`src/rtl/fiac_pkg.sv`:
```
/*
  Constants, register indices, field positions and carrier types for the
  flash in-application programming control block.
  Assumes a 50 MHz core clock and a byte-wide register port.
*/
package fiac_pkg;

	// ----------------------------------------------------------------
	// Clock and timing
	// ----------------------------------------------------------------
	localparam int CLK_PERIOD_NS = 20;
	localparam int ERASE_TIME_STD_NS = 3200000;
	localparam int WRITE_TIME_STD_NS = 2200000;
	localparam int ERASE_TIME_LONG_NS = 3700000;
	localparam int WRITE_TIME_LONG_NS = 3000000;
	localparam int UNLOCK_TIME_NS = 20000;
	localparam int ERASE_STD_CYCLES = ERASE_TIME_STD_NS / CLK_PERIOD_NS;
	localparam int WRITE_STD_CYCLES = WRITE_TIME_STD_NS / CLK_PERIOD_NS;
	localparam int ERASE_LONG_CYCLES = ERASE_TIME_LONG_NS / CLK_PERIOD_NS;
	localparam int WRITE_LONG_CYCLES = WRITE_TIME_LONG_NS / CLK_PERIOD_NS;
	localparam int UNLOCK_CYCLES = UNLOCK_TIME_NS / CLK_PERIOD_NS;
	localparam int TIMER_W = 24;

	// ----------------------------------------------------------------
	// Register indices
	// ----------------------------------------------------------------
	localparam logic [3:0] IDX_OP_CONTROL = 4'h0;
	localparam logic [3:0] IDX_CHIP_RESET_KEY = 4'h1;
	localparam logic [3:0] IDX_TIMING_BUFFER = 4'h2;
	localparam logic [3:0] IDX_ADDRESS_LOW = 4'h3;
	localparam logic [3:0] IDX_ADDRESS_HIGH = 4'h4;
	localparam logic [3:0] IDX_DATA0_LOW = 4'h5;
	localparam logic [3:0] IDX_DATA0_HIGH = 4'h6;
	localparam logic [3:0] IDX_DATA1_LOW = 4'h7;
	localparam logic [3:0] IDX_DATA1_HIGH = 4'h8;
	localparam logic [3:0] IDX_DATA2_LOW = 4'h9;
	localparam logic [3:0] IDX_DATA2_HIGH = 4'ha;
	localparam logic [3:0] IDX_DATA3_LOW = 4'hb;
	localparam logic [3:0] IDX_DATA3_HIGH = 4'hc;

	// ----------------------------------------------------------------
	// Field positions and reset values
	// ----------------------------------------------------------------
	localparam int OPC_UNLOCK_STATUS = 7;
	localparam int OPC_SELECT_MSB = 6;
	localparam int OPC_SELECT_LSB = 4;
	localparam int OPC_UNLOCK_TRIGGER = 3;
	localparam int OPC_PROGRAM_GO = 2;
	localparam int OPC_READ_PERMIT = 1;
	localparam int OPC_READ_GO = 0;
	localparam int TBC_TIME_SELECT = 1;
	localparam int TBC_BUFFER_CLEAR = 0;
	localparam int ADDR_W = 13;
	localparam int ADDR_HIGH_W = 5;
	localparam int PAGE_OFS_W = 5;
	localparam logic [PAGE_OFS_W-1:0] PAGE_LAST_WORD = 5'h1f;
	localparam logic [7:0] BYTE_RESET = 8'h00;
	localparam logic [2:0] UNUSED_HIGH_ZERO = 3'h0;
	localparam logic [5:0] UNUSED_TBC_ZERO = 6'h00;

	// ----------------------------------------------------------------
	// Operation codes and key values
	// ----------------------------------------------------------------
	localparam logic [2:0] OP_WRITE = 3'h0;
	localparam logic [2:0] OP_PAGE_ERASE = 3'h1;
	localparam logic [2:0] OP_READ = 3'h3;
	localparam logic [2:0] OP_UNLOCK = 3'h6;
	localparam logic [7:0] CHIP_RESET_PATTERN = 8'h55;
	localparam logic [7:0] KEY1_LOW = 8'h00;
	localparam logic [7:0] KEY2_LOW = 8'h0d;
	localparam logic [7:0] KEY3_LOW = 8'hc3;
	localparam logic [7:0] KEY1_HIGH = 8'h04;
	localparam logic [7:0] KEY2_HIGH = 8'h09;
	localparam logic [7:0] KEY3_HIGH = 8'h40;

	// ----------------------------------------------------------------
	// Carrier types
	// ----------------------------------------------------------------
	typedef struct packed {
		logic wr;
		logic rd;
		logic [3:0] index;
		logic [7:0] wdata;
	} fiac_reg_req_type;

	typedef struct packed {
		logic buf_load;
		logic [PAGE_OFS_W-1:0] buf_word;
		logic [15:0] buf_data;
		logic buf_clear;
		logic erase;
		logic write;
		logic read;
		logic [ADDR_W-1:0] addr;
	} fiac_flash_cmd_type;

endpackage

```
`src/rtl/fiac_timer.sv`:
```
/*
  Down-counting duration timer with a one-cycle expiry pulse.
  Assumes load and abort are never raised in the same cycle.
*/
`timescale 1ns/1ps
`default_nettype none

module fiac_timer
	import fiac_pkg::*;
(
	// Clock and reset
	input wire logic core_clk,
	input wire logic rst,
	// Control
	input wire logic load,
	input wire logic abort,
	input wire logic [TIMER_W-1:0] load_value,
	// Status
	output var logic busy_reg,
	output var logic expire_reg
);

	logic [TIMER_W-1:0] count_reg;

	// ----------------------------------------------------------------
	// Counter
	// ----------------------------------------------------------------
	always_ff @(posedge core_clk or posedge rst) begin
		if (rst) begin
			count_reg <= '0;
			busy_reg <= 1'b0;
			expire_reg <= 1'b0;
		end else begin
			expire_reg <= 1'b0;
			if (abort) begin
				count_reg <= '0;
				busy_reg <= 1'b0;
			end else if (load) begin
				count_reg <= load_value;
				busy_reg <= 1'b1;
			end else if (busy_reg) begin
				if (count_reg <= TIMER_W'(1)) begin
					busy_reg <= 1'b0;
					expire_reg <= 1'b1;
					count_reg <= '0;
				end else begin
					count_reg <= count_reg - TIMER_W'(1);
				end
			end
		end
	end

endmodule

`default_nettype wire

```
`src/rtl/fiac_control.sv`:
```
/*
  Flash in-application programming control: unlock, erase, write, read,
  write-buffer clear, address auto-increment and whole-chip reset key.
  Assumes one register access per cycle and a flash array that answers a
  read with one valid pulse and holds its write buffer outside this block.
*/
// Behaviour
// - Software clears unlock status; writing one ignored.
// - Only successful unlock sequence sets unlock status.
// - Operation select: write, erase, read, unlock.
// - Unlock trigger starts timer; cleared on expiry.
// - Program go runs erase/write; clears when done.
// - Reads happen only while read permit set.
// - Read go starts read; clears when done.
// - Processor stalled while erase, write or read runs.
// - Writing 55 to reset key resets chip.
// - Time select picks erase and write durations.
// - Buffer clear go clears buffer; self-clears.
// - Unimplemented upper bits read as zero.
// - Word address thirteen bits over two registers.
// - Low data byte write only stores itself.
// - High data byte loads word, increments address; code loads the word only while unlock status set.
// - Data pairs one to three plain readable bytes.
// - Address holds at last word of page.
// - Finished write clears the write buffer.
`timescale 1ns/1ps
`default_nettype none

module fiac_control
	import fiac_pkg::*;
#(
	parameter int ERASE_STD = ERASE_STD_CYCLES,
	parameter int WRITE_STD = WRITE_STD_CYCLES,
	parameter int ERASE_LONG = ERASE_LONG_CYCLES,
	parameter int WRITE_LONG = WRITE_LONG_CYCLES,
	parameter int UNLOCK_LEN = UNLOCK_CYCLES
)
(
	// Clock and reset
	input wire logic core_clk,
	input wire logic rst,
	// Register port
	input wire fiac_reg_req_type reg_req,
	output var logic [7:0] reg_rdata_reg,
	// Flash array and write buffer
	output var fiac_flash_cmd_type flash_cmd_reg,
	input wire logic flash_rd_valid,
	input wire logic [15:0] flash_rd_data,
	// System
	output var logic cpu_stall_reg,
	output var logic chip_reset_reg
);

	typedef enum logic [2:0] {ST_IDLE, ST_ERASE, ST_WRITE, ST_READ, ST_CLEAR} fiac_state_type;

	fiac_state_type state_reg;
	fiac_state_type state_next;
	logic unlock_status_reg;
	logic [2:0] operation_select_reg;
	logic unlock_trigger_reg;
	logic program_go_reg;
	logic read_permit_reg;
	logic read_go_reg;
	logic [7:0] chip_reset_key_reg;
	logic program_time_select_reg;
	logic buffer_clear_go_reg;
	logic [ADDR_W-1:0] address_reg;
	logic [7:0] data_low_reg [4];
	logic [7:0] data_high_reg [4];
	logic wr_op;
	logic wr_key;
	logic wr_tbc;
	logic wr_d0h;
	logic key_match;
	logic unlock_set;
	logic start_prog;
	logic start_read;
	logic start_clear;
	logic prog_done;
	logic prog_busy;
	logic unlock_load;
	logic unlock_busy;
	logic unlock_expire;
	logic [TIMER_W-1:0] prog_len;
	logic [7:0] rd_mux;

	assign wr_op = reg_req.wr && (reg_req.index == IDX_OP_CONTROL);
	assign wr_key = reg_req.wr && (reg_req.index == IDX_CHIP_RESET_KEY);
	assign wr_tbc = reg_req.wr && (reg_req.index == IDX_TIMING_BUFFER);
	assign wr_d0h = reg_req.wr && (reg_req.index == IDX_DATA0_HIGH);

	// ----------------------------------------------------------------
	// Unlock sequence
	// ----------------------------------------------------------------
	assign key_match = (data_low_reg[1] == KEY1_LOW) && (data_low_reg[2] == KEY2_LOW) &&
		(data_low_reg[3] == KEY3_LOW) && (data_high_reg[1] == KEY1_HIGH) &&
		(data_high_reg[2] == KEY2_HIGH) && (data_high_reg[3] == KEY3_HIGH);

	assign unlock_set = unlock_trigger_reg && unlock_busy &&
		(operation_select_reg == OP_UNLOCK) && key_match;

	assign unlock_load = wr_op && reg_req.wdata[OPC_UNLOCK_TRIGGER] && !unlock_trigger_reg;

	fiac_timer u_unlock_timer (
		.core_clk(core_clk),
		.rst(rst),
		.load(unlock_load),
		.abort(1'b0),
		.load_value(TIMER_W'(UNLOCK_LEN)),
		.busy_reg(unlock_busy),
		.expire_reg(unlock_expire)
	);

	// ----------------------------------------------------------------
	// Operation sequencer
	// ----------------------------------------------------------------
	assign start_prog = (state_reg == ST_IDLE) && program_go_reg && unlock_status_reg &&
		((operation_select_reg == OP_WRITE) || (operation_select_reg == OP_PAGE_ERASE));
	assign start_read = (state_reg == ST_IDLE) && !program_go_reg && read_go_reg &&
		read_permit_reg && (operation_select_reg == OP_READ);
	assign start_clear = (state_reg == ST_IDLE) && !program_go_reg && !read_go_reg &&
		buffer_clear_go_reg;

	always_comb begin
		if (operation_select_reg == OP_PAGE_ERASE) begin
			prog_len = program_time_select_reg ? TIMER_W'(ERASE_LONG) : TIMER_W'(ERASE_STD);
		end else begin
			prog_len = program_time_select_reg ? TIMER_W'(WRITE_LONG) : TIMER_W'(WRITE_STD);
		end
	end

	fiac_timer u_prog_timer (
		.core_clk(core_clk),
		.rst(rst),
		.load(start_prog),
		.abort(1'b0),
		.load_value(prog_len),
		.busy_reg(prog_busy),
		.expire_reg(prog_done)
	);

	always_comb begin
		state_next = state_reg;
		unique case (state_reg)
			ST_IDLE: begin
				if (start_prog) begin
					state_next = (operation_select_reg == OP_PAGE_ERASE) ? ST_ERASE : ST_WRITE;
				end else if (start_read) begin
					state_next = ST_READ;
				end else if (start_clear) begin
					state_next = ST_CLEAR;
				end
			end
			ST_ERASE: begin
				if (prog_done) begin
					state_next = ST_IDLE;
				end
			end
			ST_WRITE: begin
				if (prog_done) begin
					state_next = ST_CLEAR;
				end
			end
			ST_READ: begin
				if (flash_rd_valid) begin
					state_next = ST_IDLE;
				end
			end
			ST_CLEAR: begin
				state_next = ST_IDLE;
			end
		endcase
	end

	always_ff @(posedge core_clk or posedge rst) begin
		if (rst) begin
			state_reg <= ST_IDLE;
		end else begin
			state_reg <= state_next;
		end
	end

	// ----------------------------------------------------------------
	// Operation control register
	// ----------------------------------------------------------------
	always_ff @(posedge core_clk or posedge rst) begin
		if (rst) begin
			unlock_status_reg <= 1'b0;
			operation_select_reg <= OP_WRITE;
			unlock_trigger_reg <= 1'b0;
			program_go_reg <= 1'b0;
			read_permit_reg <= 1'b0;
			read_go_reg <= 1'b0;
		end else begin
			if (unlock_set) begin
				unlock_status_reg <= 1'b1;
			end else if (wr_op && !reg_req.wdata[OPC_UNLOCK_STATUS]) begin
				unlock_status_reg <= 1'b0;
			end
			if (wr_op) begin
				operation_select_reg <= reg_req.wdata[OPC_SELECT_MSB:OPC_SELECT_LSB];
				read_permit_reg <= reg_req.wdata[OPC_READ_PERMIT];
			end
			if (unlock_expire) begin
				unlock_trigger_reg <= 1'b0;
			end else if (unlock_load) begin
				unlock_trigger_reg <= 1'b1;
			end
			if (wr_op && reg_req.wdata[OPC_PROGRAM_GO]) begin
				program_go_reg <= 1'b1;
			end else if (prog_done) begin
				program_go_reg <= 1'b0;
			end else if ((state_reg == ST_IDLE) && program_go_reg && !start_prog) begin
				program_go_reg <= 1'b0;
			end
			if (wr_op) begin
				read_go_reg <= reg_req.wdata[OPC_READ_GO] && reg_req.wdata[OPC_READ_PERMIT];
			end else if ((state_reg == ST_READ) && flash_rd_valid) begin
				read_go_reg <= 1'b0;
			end else if ((state_reg == ST_IDLE) && read_go_reg && !program_go_reg && !start_read) begin
				read_go_reg <= 1'b0;
			end
		end
	end

	// ----------------------------------------------------------------
	// Timing and buffer control, chip reset key
	// ----------------------------------------------------------------
	always_ff @(posedge core_clk or posedge rst) begin
		if (rst) begin
			program_time_select_reg <= 1'b0;
			buffer_clear_go_reg <= 1'b0;
			chip_reset_key_reg <= BYTE_RESET;
			chip_reset_reg <= 1'b0;
		end else begin
			if (wr_tbc) begin
				program_time_select_reg <= reg_req.wdata[TBC_TIME_SELECT];
			end
			if (wr_tbc && reg_req.wdata[TBC_BUFFER_CLEAR]) begin
				buffer_clear_go_reg <= 1'b1;
			end else if ((state_reg == ST_CLEAR) && buffer_clear_go_reg) begin
				buffer_clear_go_reg <= 1'b0;
			end
			if (wr_key) begin
				chip_reset_key_reg <= reg_req.wdata;
			end
			chip_reset_reg <= wr_key && (reg_req.wdata == CHIP_RESET_PATTERN);
		end
	end

	// ----------------------------------------------------------------
	// Address register
	// ----------------------------------------------------------------
	always_ff @(posedge core_clk or posedge rst) begin
		if (rst) begin
			address_reg <= '0;
		end else begin
			if (reg_req.wr && (reg_req.index == IDX_ADDRESS_LOW)) begin
				address_reg[7:0] <= reg_req.wdata;
			end else if (reg_req.wr && (reg_req.index == IDX_ADDRESS_HIGH)) begin
				address_reg[ADDR_W-1:8] <= reg_req.wdata[ADDR_HIGH_W-1:0];
			end else if (wr_d0h && (address_reg[PAGE_OFS_W-1:0] != PAGE_LAST_WORD)) begin
				address_reg <= address_reg + ADDR_W'(1);
			end
		end
	end

	// ----------------------------------------------------------------
	// Data registers
	// ----------------------------------------------------------------
	genvar gi;
	generate
		for (gi = 0; gi < 4; gi++) begin : g_data
			always_ff @(posedge core_clk or posedge rst) begin
				if (rst) begin
					data_low_reg[gi] <= BYTE_RESET;
					data_high_reg[gi] <= BYTE_RESET;
				end else begin
					if (gi == 0 && state_reg == ST_READ && flash_rd_valid) begin
						data_low_reg[gi] <= flash_rd_data[7:0];
						data_high_reg[gi] <= flash_rd_data[15:8];
					end else if (reg_req.wr && reg_req.index == 4'(IDX_DATA0_LOW + 4'(2 * gi))) begin
						data_low_reg[gi] <= reg_req.wdata;
					end else if (reg_req.wr && reg_req.index == 4'(IDX_DATA0_HIGH + 4'(2 * gi))) begin
						data_high_reg[gi] <= reg_req.wdata;
					end
				end
			end
		end
	endgenerate

	// ----------------------------------------------------------------
	// Flash command outputs and processor stall
	// ----------------------------------------------------------------
	always_ff @(posedge core_clk or posedge rst) begin
		if (rst) begin
			flash_cmd_reg <= '0;
			cpu_stall_reg <= 1'b0;
		end else begin
			flash_cmd_reg.buf_load <= wr_d0h && unlock_status_reg;
			if (wr_d0h) begin
				flash_cmd_reg.buf_word <= address_reg[PAGE_OFS_W-1:0];
				flash_cmd_reg.buf_data <= {reg_req.wdata, data_low_reg[0]};
			end
			flash_cmd_reg.buf_clear <= (state_next == ST_CLEAR) && (state_reg != ST_CLEAR);
			flash_cmd_reg.erase <= (state_next == ST_ERASE);
			flash_cmd_reg.write <= (state_next == ST_WRITE);
			flash_cmd_reg.read <= (state_next == ST_READ) && read_permit_reg;
			flash_cmd_reg.addr <= address_reg;
			cpu_stall_reg <= (state_next == ST_ERASE) || (state_next == ST_WRITE) ||
				(state_next == ST_READ);
		end
	end

	// ----------------------------------------------------------------
	// Register read-back
	// ----------------------------------------------------------------
	always_comb begin
		rd_mux = BYTE_RESET;
		unique case (reg_req.index)
			IDX_OP_CONTROL: rd_mux = {unlock_status_reg, operation_select_reg, unlock_trigger_reg,
				program_go_reg, read_permit_reg, read_go_reg};
			IDX_CHIP_RESET_KEY: rd_mux = chip_reset_key_reg;
			IDX_TIMING_BUFFER: rd_mux = {UNUSED_TBC_ZERO, program_time_select_reg,
				buffer_clear_go_reg};
			IDX_ADDRESS_LOW: rd_mux = address_reg[7:0];
			IDX_ADDRESS_HIGH: rd_mux = {UNUSED_HIGH_ZERO, address_reg[ADDR_W-1:8]};
			IDX_DATA0_LOW: rd_mux = data_low_reg[0];
			IDX_DATA0_HIGH: rd_mux = data_high_reg[0];
			IDX_DATA1_LOW: rd_mux = data_low_reg[1];
			IDX_DATA1_HIGH: rd_mux = data_high_reg[1];
			IDX_DATA2_LOW: rd_mux = data_low_reg[2];
			IDX_DATA2_HIGH: rd_mux = data_high_reg[2];
			IDX_DATA3_LOW: rd_mux = data_low_reg[3];
			IDX_DATA3_HIGH: rd_mux = data_high_reg[3];
			default: rd_mux = BYTE_RESET;
		endcase
	end

	always_ff @(posedge core_clk or posedge rst) begin
		if (rst) begin
			reg_rdata_reg <= BYTE_RESET;
		end else if (reg_req.rd) begin
			reg_rdata_reg <= rd_mux;
		end
	end

endmodule

`default_nettype wire

```
`config.mk`:
```
export PLATFORM = sky130hd
export DESIGN_NAME = fiac_control
export DESIGN_NICKNAME = d
export VERILOG_FILES = /design/src/rtl/fiac_pkg.sv /design/src/rtl/fiac_timer.sv /design/src/rtl/fiac_control.sv
export SDC_FILE = /design/constraint.sdc
export NUM_CORES = 1
export LEC_CHECK = 0
export BUFFER_PORTS_ARGS = -buffer_cell sky130_fd_sc_hd__clkbuf_2
export CORE_ASPECT_RATIO = 1.5
export CORE_MARGIN = 4
export CORE_UTILIZATION = 32
export DETAILED_ROUTE_END_ITERATION = 16
export GPL_TIMING_DRIVEN = 0
export PLACE_DENSITY = 0.53
export RECOVER_POWER = 25
export SETUP_SLACK_MARGIN = 0.02
export SYNTH_ARGS = -nofsm -noshare
export SYNTH_HDL_FRONTEND = slang
export SYNTH_SLANG_ARGS = --single-unit
```
`constraint.sdc`:
```
create_clock -name core_clk -period 8.85 [get_ports core_clk]
set_clock_uncertainty 0.05 [all_clocks]
set_input_delay 1.77 -clock core_clk [delete_from_list [all_inputs] [get_ports core_clk]]
set_output_delay 1.77 -clock core_clk [all_outputs]
set_load 0.02 [all_outputs]
```
==> results.sh, run 1 <==
export IMPL_synthDistinctLibCells=79
export IMPL_ys_flop_type="dfrtp_1"
export IMPL_total_setup_buffers_inserted_after_cts=0
export IMPL_worst_slew_pin_transition_ns=1.400
export IMPL_gr_usage_all_layers=0.1907
export IMPL_synthDominantAreaCellType="dfrtp_1"
export IMPL_vdd_ir_drop_worst_mv=0.1164
export IMPL_ys_seq_elements=199
export IMPL_outcome="finished clean"
export IMPL_period_minus_slack_ns=3.838
export IMPL_final_min_period_over_clock_period=0.4337
export IMPL_cts_clk_slew_worst_paths_ns=0.07
export IMPL_start_util=0.3259
export IMPL_power_total_mw=3.132
export IMPL_cp_arrival_ns=4.13
export IMPL_fmaxAchievable_mhz=260.5
export IMPL_multi_input_comb_area_um2=4826
export IMPL_synth_fp_nets=1013
export IMPL_place_gp_congestion=1.000
export IMPL_grt_antenna_before_repair=1
export IMPL_power_density_nw_per_um2=267.8
export IMPL_num_cts_buffers=17
export IMPL_hold_class="flop to flop"
export IMPL_layout_drive_gt1_share=0.2120
export IMPL_cts_resized_gates=0
export IMPL_core_area_um2=31140
export IMPL_async_flop_share=1.000
export IMPL_clock_tree_from_tritoncts="built"
export IMPL_grt_pass1_wl_um=50580
export IMPL_clock_sink_count=199
export IMPL_number_of_synthesized_flops_with_an_enable_pin=0
export IMPL_postRouteWirelength_um=33230
export IMPL_synth_area_leaders="dfrtp_1, mux2_2, nor2_1"
export IMPL_finalNetCount=1112
export IMPL_grt_max_degree=99
export IMPL_floorplan_io_pins=82
export IMPL_nFillCells=3158
export IMPL_final_setup_worst_slack_ns=5.012
export IMPL_placement_setup_worst_slack_ns=4.634
export IMPL_drt_drc_violations_left=0
export IMPL_required_ns=9.14
export IMPL_hpwl_um=24620
export IMPL_cts_root_to_sink_buffers=2
export IMPL_synth_yosys_seq_area_share=0.4907
export IMPL_syn_instance_count=968
export IMPL_final_report_max_slew_violation_count=0
export IMPL_syn_area_per_cell_um2=10.48
export IMPL_row_count=79
export IMPL_regArea_um2=4980
export IMPL_cp_launch_type="input pin"
export IMPL_drt_iter0_drc=581
export IMPL_synthToLayoutAreaGrowth_pct=15.24
export IMPL_floorplan_die_area_um2=34690
export IMPL_report_final_hold_viol_count=0
export IMPL_overall_via_count_from_detail_route=8287
export IMPL_place_port_buffers=78
export IMPL_die_y_um=226.1
export IMPL_ys_warnings_count=0
export IMPL_critical_path_max_fanout=10
export IMPL_setup_viol_count_final=0
export IMPL_cts_max_level=4
export IMPL_ctsRootBufferMaster="clkbuf_16"
export IMPL_detail_route_vias_per_cell=5.580
export IMPL_r2r_slack_ns=6.19
export IMPL_diodes=0
export IMPL_cts_hold_buffers_added=0
export IMPL_globalRoute_totalOverflow=0
export IMPL_die_width_um=153.4
export IMPL_rsz_0062_raised_after_global_routing="no"
export IMPL_critPathKind="input pin to flop"
export IMPL_power_static_leakage_nw=4.940
export IMPL_cap_viol_max_count=0
export IMPL_endpoint_kind="flop"
export IMPL_antenna_left=0
export IMPL_post_synth_instance_area_um2=10150
export IMPL_routedWlPerCell_um=22.38
export IMPL_via_count_of_the_first_global_routing_pass=8217
export IMPL_setup_tns_final_ns=0
export IMPL_clk_latency_ns=0.46
export IMPL_max_slew_margin_rel=0.06163
export IMPL_yosys_top_cell_area_share=0.4907
export IMPL_largest_register_ff_count=39
export IMPL_dr_pass1_iters=5
[cell usage in the layout (no fill, tap or decap), types with 6 or more instances in the layout]
cell,count
a221oi_1,7
or4_1,9
buf_1,6
a221o_1,8
mux2_2,84
o21ai_0,38
mux2i_1,28
a22oi_1,9
o31ai_1,14
clkbuf_1,41
nor2b_1,12
ha_1,12
nor4b_1,6
nand2_1,53
nor3_1,31
buf_2,13
dfrtp_1,199
clkbuf_16,17
nor4_1,18
and2_1,8
clkbuf_2,77
nor3b_1,7
inv_1,24
a32oi_1,7
a22o_1,9
a31oi_1,24
o22ai_1,8
a21oi_1,33
nor2_1,78
and3_1,19
or3_1,6
nand3_1,34
nand4_1,19
[layout make-up]
type | count | area share
multi-input combinational | 684 | 0.4126
sequential | 199 | 0.4258
clock inverter | 15 | 0.01444
clock buffer | 17 | 0.03638
inverter | 25 | 0.008131
buffer | 60 | 0.02129
tap | 405 | 0.04333
timing repair buffer | 80 | 0.03798
[Yosys cell counts, types with 9 or more instances]
cell type / instances
buf_2: 13
clkbuf_1: 40
nor2_1: 78
dfrtp_1: 199
and3_1: 19
or4_1: 9
mux2i_1: 28
nand4_1: 19
inv_1: 25
nand2_1: 53
a31oi_1: 24
o21ai_0: 38
a21oi_1: 33
a22o_1: 9
a22oi_1: 9
ha_1: 12
nor2b_1: 12
nand3_1: 34
nor4_1: 18
o31ai_1: 14
nor3_1: 31
mux2_2: 84
[worst max-delay path, cell delays in order]
cell,delay [ns]
clkbuf_1,0.34
buf_2,0.34
buf_1,0.54
nand4_1,0.66
mux2_2,0.48
[worst paths after layout]
kind,cells past startpoint,start,end
max,5,reg_req[10],data_high_reg[0]$_DFFE_PP0P_
min,1,u_unlock_timer.expire_reg$_DFF_PP0_,unlock_trigger_reg$_DFFE_PP0P_
max reg2reg,8,address_reg[1]$_DFFE_PP0P_,address_reg[10]$_DFFE_PP0P_
min reg2reg,1,u_unlock_timer.expire_reg$_DFF_PP0_,unlock_trigger_reg$_DFFE_PP0P_
max in group asynchronous,4,rst,flash_cmd_reg[10]$_DFF_PP0_
min in group asynchronous,2,rst,flash_cmd_reg[16]$_DFF_PP0_
[routing by layer]
metal	routed length [um]	GRT usage	vias to the layer above
met5	15	0	-
met4	2033	0.1135	2
met3	1311	0.02857	82
met2	17460	0.3442	269
met1	12410	0.2118	4093
li1	-	-	3841
[power breakdown]
group | internal (mW) | switching, mW
combinational | 0.375 | 0.486
clock | 0.424 | 0.382
sequential | 1.18 | 0.289
total | 1.97 | 1.16
[logic make-up (layout without fill, tap and decap cells)]
| logic type | after synthesis | count (layout) | share of synthesized area |
|---|---|---|---|
| buffers and inverters | 85 | 197 | 0.03378 |
| XOR/XNOR | 9 | 9 | 0.007767 |
| adder cells (fa/ha/maj) | 12 | 12 | 0.01479 |
| flip-flops | 199 | 199 | 0.4907 |
| AND/OR/NAND/NOR | 339 | 339 | 0.1852 |
| AO/OA/AOI/OAI | 210 | 210 | 0.1425 |
| multiplexers | 114 | 114 | 0.1253 |
[through the flow]
step                      hold WS, ns  std cells  cell area, um^2    util
after global placement         0.3326       1451            11050  0.3548
final                          0.3440       1485            11700  0.3756
after detailed placement       0.3319       1453            11110  0.3568
after global routing           0.3790       1485            11700  0.3756
after CTS                      0.3471       1485            11700  0.3758
after floorplan                0.3271        968            10150       -
Note: power is estimated with default switching activity, not from simulation.
==> inputs of run 2 (changes only) <==
Clock period 8.85 ns to 4 ns, I/O delays scaled along.
==> run 2 against run 1 <==
Compared with the run above: the flow now finishes with violations (capacitance limit, slew limit); final area about the same; combinational power increased by 120%; sequential power increased by 120%; critical path depth unchanged; highest routed layer unchanged.
==> results.sh, run 2 (same netlist as run 1, synthesis figures left out) <==
export IMPL_floorplan_io_pins=82
export IMPL_routedWlPerCell_um=22.47
export IMPL_worst_slew_pin_transition_ns=1.685
export IMPL_overall_via_count_from_detail_route=8294
export IMPL_cap_viol_max_count=1
export IMPL_outcome="finished with violations"
export IMPL_grt_antenna_before_repair=1
export IMPL_finalNetCount=1115
export IMPL_dr_pass1_iters=6
export IMPL_cp_arrival_ns=3.10
export IMPL_placement_setup_worst_slack_ns=0.8028
export IMPL_crit_chain="clkbuf_1 -> buf_2 -> buf_1 -> nand4_1 -> mux2_2"
export IMPL_critical_path_max_stage_delay_ns=0.65
export IMPL_row_count=79
export IMPL_power_frac_comb=0.279
export IMPL_clk_latency_ns=0.46
export IMPL_layout_drive_gt1_share=0.2133
export IMPL_floorplan_die_area_um2=34690
export IMPL_layout_cells_most_common="dfrtp_1"
export IMPL_place_port_buffers=78
export IMPL_largest_register_ff_count=39
export IMPL_grt_pass1_wl_um=51320
export IMPL_die_y_um=226.1
export IMPL_final_min_period_over_clock_period=0.7027
export IMPL_setup_tns_final_ns=0
export IMPL_ctsRootBufferMaster="clkbuf_16"
export IMPL_power_static_leakage_nw=4.946
export IMPL_synthToLayoutAreaGrowth_pct=15.23
export IMPL_final_setup_worst_slack_ns=1.189
export IMPL_clock_sink_count=199
export IMPL_drt_iter0_drc=516
export IMPL_postRouteWirelength_um=33440
export IMPL_endpoint_kind="flop"
export IMPL_period_minus_slack_ns=2.811
export IMPL_core_area_um2=31140
export IMPL_critPathKind="input pin to flop"
export IMPL_slowest_stage="nand4_1"
export IMPL_antenna_left=0
export IMPL_max_slew_margin_rel=-0.1233
export IMPL_share_of_total_power_consumed_by_net_switching=0.3781
export IMPL_hold_class="flop to flop"
export IMPL_gr_usage_met1=0.2090
export IMPL_detail_route_vias_per_cell=5.574
export IMPL_via_count_of_the_first_global_routing_pass=8553
export IMPL_globalRoute_totalOverflow=0
export IMPL_failing_checks="capacitance limit, slew limit"
export IMPL_required_ns=4.29
export IMPL_vdd_ir_drop_worst_mv=0.2853
export IMPL_p_switching_mw=2.589
export IMPL_rsz_0062_raised_after_global_routing="no"
export IMPL_power_frac_clock=0.247
export IMPL_num_cts_buffers=17
export IMPL_cts_clk_slew_worst_paths_ns=0.08
export IMPL_placedInstanceArea_um2=11150
export IMPL_final_area_um2=11690
export IMPL_pwr_share_seq=0.473
export IMPL_cts_resized_gates=0
export IMPL_grtUsageMet2=0.3538
export IMPL_place_gp_congestion=0.9804
export IMPL_power_total_mw=6.846
export IMPL_cp_launch_type="input pin"
export IMPL_total_setup_buffers_inserted_after_cts=0
export IMPL_critical_path_max_fanout=10
export IMPL_drt_drc_violations_left=0
export IMPL_grt_max_degree=41
export IMPL_diodes=0
export IMPL_cellInternalPower_mw=4.257
export IMPL_use_met3=0.03087
export IMPL_fin_worst_hold_slack_ns=0.3470
export IMPL_clock_tree_from_tritoncts="built"
export IMPL_start_util=0.3259
export IMPL_final_report_max_slew_violation_count=32
export IMPL_r2r_slack_ns=1.31
export IMPL_cts_root_to_sink_buffers=2
export IMPL_report_final_hold_viol_count=0
export IMPL_die_width_um=153.4
export IMPL_cts_max_level=4
export IMPL_grt_busiest_layer="met2"
export IMPL_power_density_nw_per_um2=585.5
export IMPL_most_common_layout_cells="dfrtp_1, mux2_2, nor2_1"
export IMPL_setup_viol_count_final=0
export IMPL_cts_hold_buffers_added=0
export IMPL_fmaxAchievable_mhz=355.8
export IMPL_gr_usage_all_layers=0.1937
export IMPL_hpwl_um=25230
==> run 2: cell types whose count changed in the layout (fill, tap and decap cells not counted), sizes merged <==
cell / change
buf: +2
bufinv: -2
clkbuf: +1
clkinv: +2
clkinvlp: -2
inv: +2
==> run 2: final cells by class <==
| class | instances | area, um^2 |
|---|---|---|
| repair buffers | 83 | 473.0 |
| clock buffers | 17 | 425.4 |
| clock inverters | 15 | 138.9 |
| well taps | 405 | 506.7 |
| plain buffers | 60 | 249.0 |
| multi-input cells | 684 | 4826 |
| flip-flops and latches | 199 | 4980 |
| fillers | 3174 | 19440 |
| inverters | 25 | 95.09 |
==> run 2: final timing paths <==
path / startpoint / end / cells past startpoint
setup / recovery: reg_req[10] / data_high_reg[1]$_DFFE_PP0P_ / 5
hold / removal: u_unlock_timer.expire_reg$_DFF_PP0_ / unlock_trigger_reg$_DFFE_PP0P_ / 1
setup reg to reg: address_reg[0]$_DFFE_PP0P_ / address_reg[10]$_DFFE_PP0P_ / 8
hold reg to reg: u_unlock_timer.expire_reg$_DFF_PP0_ / unlock_trigger_reg$_DFFE_PP0P_ / 1
max in group asynchronous: rst / u_unlock_timer.count_reg[7]$_DFFE_PP0P_ / 3
min in group asynchronous: rst / flash_cmd_reg[18]$_DFFE_PP0P_ / 2
==> run 2: metal layers <==
metal,part of all wire,wire length (um)
met1,0.38,12600
met2,0.53,17650
met3,0.035,1169
met4,0.060,1996
met5,0.00054,18
==> run 2: power groups by stage <==
stage / Sequential [mW] / Combinational (mW) / Clock (mW)
after floorplan: 3.17 / 1.25 / 0
after global placement: 3.27 / 1.88 / 0
after detailed placement: 3.28 / 1.93 / 0
after CTS: 3.24 / 1.93 / 1.75
after global routing: 3.31 / 2.12 / 1.82
final: 3.24 / 1.91 / 1.69
==> run 2: per-stage QoR <==
stage / util / instances
finish: 0.3756 / 1488
floorplan: - / 968
detailed placement: 0.3581 / 1456
CTS: 0.3762 / 1488
global route: 0.3756 / 1488
global placement: 0.3549 / 1451
==> run 2: worst max-delay path, delay by kind of cell <==
family                 cells  cell delay, ns
muxes                      1            0.47
and+or+nand+nor            1            0.65
buffers and inverters      3            1.16
==> inputs of run 3 (changes only) <==
Settings changed: PLACE_DENSITY 0.53 to 0.55.
Clock period 4 ns to 2.2 ns, I/O delays scaled along.
==> run 3 against run 2 <==
Compared with the run above: the run ends with setup timing left; register-to-register slack lost 1.4 ns; clock power up 87%; first-iteration DRC count up 5.0%; combinational power rose by 110%.
==> results.sh, run 3 (same netlist as run 1, synthesis figures left out) <==
export IMPL_grt_antenna_before_repair=1
export IMPL_synthToLayoutAreaGrowth_pct=21.93
export IMPL_postRouteWirelength_um=34300
export IMPL_overall_via_count_from_detail_route=8519
export IMPL_cts_max_level=4
export IMPL_failing_checks="setup timing"
export IMPL_antenna_left=0
export IMPL_power_static_leakage_nw=5.207
export IMPL_period_minus_slack_ns=2.264
export IMPL_cp_arrival_ns=2.60
export IMPL_ctsRootBufferMaster="clkbuf_16"
export IMPL_critical_path_max_fanout=5
export IMPL_outcome="finished with violations"
export IMPL_vdd_ir_drop_worst_mv=0.4582
export IMPL_die_y_um=226.1
export IMPL_largest_register_ff_count=39
export IMPL_crit_chain="or4_4 -> nor4_4 -> buf_4 -> buf_6 -> and3_4 -> nand4_1 -> o211ai_1"
export IMPL_hold_class="input pin to flop"
export IMPL_grt_max_degree=42
export IMPL_rsz_0062_raised_after_global_routing="yes"
export IMPL_gr_usage_all_layers=0.1950
export IMPL_final_min_period_over_clock_period=1.029
export IMPL_globalRoute_totalOverflow=0
export IMPL_endpoint_kind="flop"
export IMPL_clk_latency_ns=0.47
export IMPL_max_slew_margin_rel=0.4924
export IMPL_row_count=79
export IMPL_r2r_slack_ns=-0.06
export IMPL_final_report_max_slew_violation_count=0
export IMPL_via_count_of_the_first_global_routing_pass=8651
export IMPL_worst_slew_pin_transition_ns=0.7614
export IMPL_report_final_hold_viol_count=0
export IMPL_required_ns=2.53
export IMPL_finalNetCount=1145
export IMPL_grt_pass1_wl_um=51860
export IMPL_core_area_um2=31140
export IMPL_critical_path_max_stage_delay_ns=0.57
export IMPL_clock_tree_from_tritoncts="built"
export IMPL_setup_viol_count_final=15
export IMPL_setup_tns_final_ns=-0.2682
export IMPL_clock_sink_count=199
export IMPL_place_gp_congestion=0.9797
export IMPL_cts_clk_slew_worst_paths_ns=0.09
export IMPL_fmaxAchievable_mhz=441.6
export IMPL_final_setup_worst_slack_ns=-0.06433
export IMPL_cp_launch_type="flop"
export IMPL_power_density_nw_per_um2=1053
export IMPL_layout_cells_most_common="dfrtp_1"
export IMPL_power_total_mw=13.03
export IMPL_floorplan_io_pins=82
export IMPL_num_cts_buffers=17
export IMPL_cap_viol_max_count=0
export IMPL_floorplan_die_area_um2=34690
export IMPL_most_common_layout_cells="dfrtp_1, clkbuf_2, mux2_2"
export IMPL_place_port_buffers=78
export IMPL_start_util=0.3259
export IMPL_die_width_um=153.4
export IMPL_hpwl_um=25280
export IMPL_dr_pass1_iters=6
export IMPL_drt_iter0_drc=542
export IMPL_drt_drc_violations_left=0
export IMPL_cts_root_to_sink_buffers=2
export IMPL_critPathKind="flop to flop"
export IMPL_slowest_stage="or4_4"
export IMPL_detail_route_vias_per_cell=5.608
export IMPL_routedWlPerCell_um=22.58
export IMPL_layout_drive_gt1_share=0.3073
==> run 3: final timing paths <==
kind | cells after the start | startpoint | end
max | 7 | u_prog_timer.count_reg[15]$_DFFE_PP0P_ | u_prog_timer.count_reg[19]$_DFFE_PP0P_
min | 3 | flash_rd_data[5] | data_low_reg[29]$_DFFE_PP0P_
max reg2reg | 7 | u_prog_timer.count_reg[15]$_DFFE_PP0P_ | u_prog_timer.count_reg[19]$_DFFE_PP0P_
min reg2reg | 1 | u_unlock_timer.expire_reg$_DFF_PP0_ | unlock_trigger_reg$_DFFE_PP0P_
max in group asynchronous | 7 | rst | address_reg[1]$_DFFE_PP0P_
min in group asynchronous | 3 | rst | flash_cmd_reg[15]$_DFF_PP0_
==> run 3: cell type report <==
class	instances	area, um^2
antenna	1	2.502
buffer	58	301.5
clock buffer	19	442.9
clock inverter	13	136.4
fill	3098	18760
inverter	25	97.59
multi-input combinational	684	5169
sequential	199	4994
tap	405	506.7
timing repair buffer	115	724.4
==> run 3: layer usage <==
metal  share of wire  track usage
met1            0.37       0.2096
met2            0.53       0.3574
met3           0.036      0.03451
met4           0.066       0.1143
met5               0            0
==> run 3: stage by stage <==
step                      instance area, um^2  cells  worst slack [ns]  utilization  hold slack [ns]
after floorplan                         10160    968           -0.8643            -           0.3271
after global placement                  11050   1451            -2.219       0.3550           0.3333
after detailed placement                11170   1457           -0.7224       0.3589           0.3392
after CTS                               12030   1502        -0.0001683       0.3865           0.1582
after global routing                    12370   1518           -0.1176       0.3973           0.1877
final                                   12370   1519          -0.06433       0.3974           0.1808
==> run 3: repair_timing <==
| action | CTS | global route |
|---|---|---|
| hold buffers | 1 | 0 |
| endpoints found under the setup margin | 117 | 106 |
| gates cloned | 0 | 2 |
| resized for setup | 52 | 70 |
| pin swaps | 8 | 15 |
| setup buffers | 12 | 16 |
| hold endpoints to repair | 16 | 0 |
==> run 3: power breakdown <==
group          total (mW)  internal (mW)  switching (mW)
Combinational        3.95           1.74            2.20
Clock                3.16           1.63            1.53
Sequential           5.93           4.74            1.19
Total                13.0           8.11            4.92
==> run 3: critical path: cells and delay by family, from the launching register on <==
family | cells | cell delay [ns]
simple gates | 4 | 1.28
flops | 1 | 0.40
buf+inv | 2 | 0.31
compound gates | 1 | 0.13
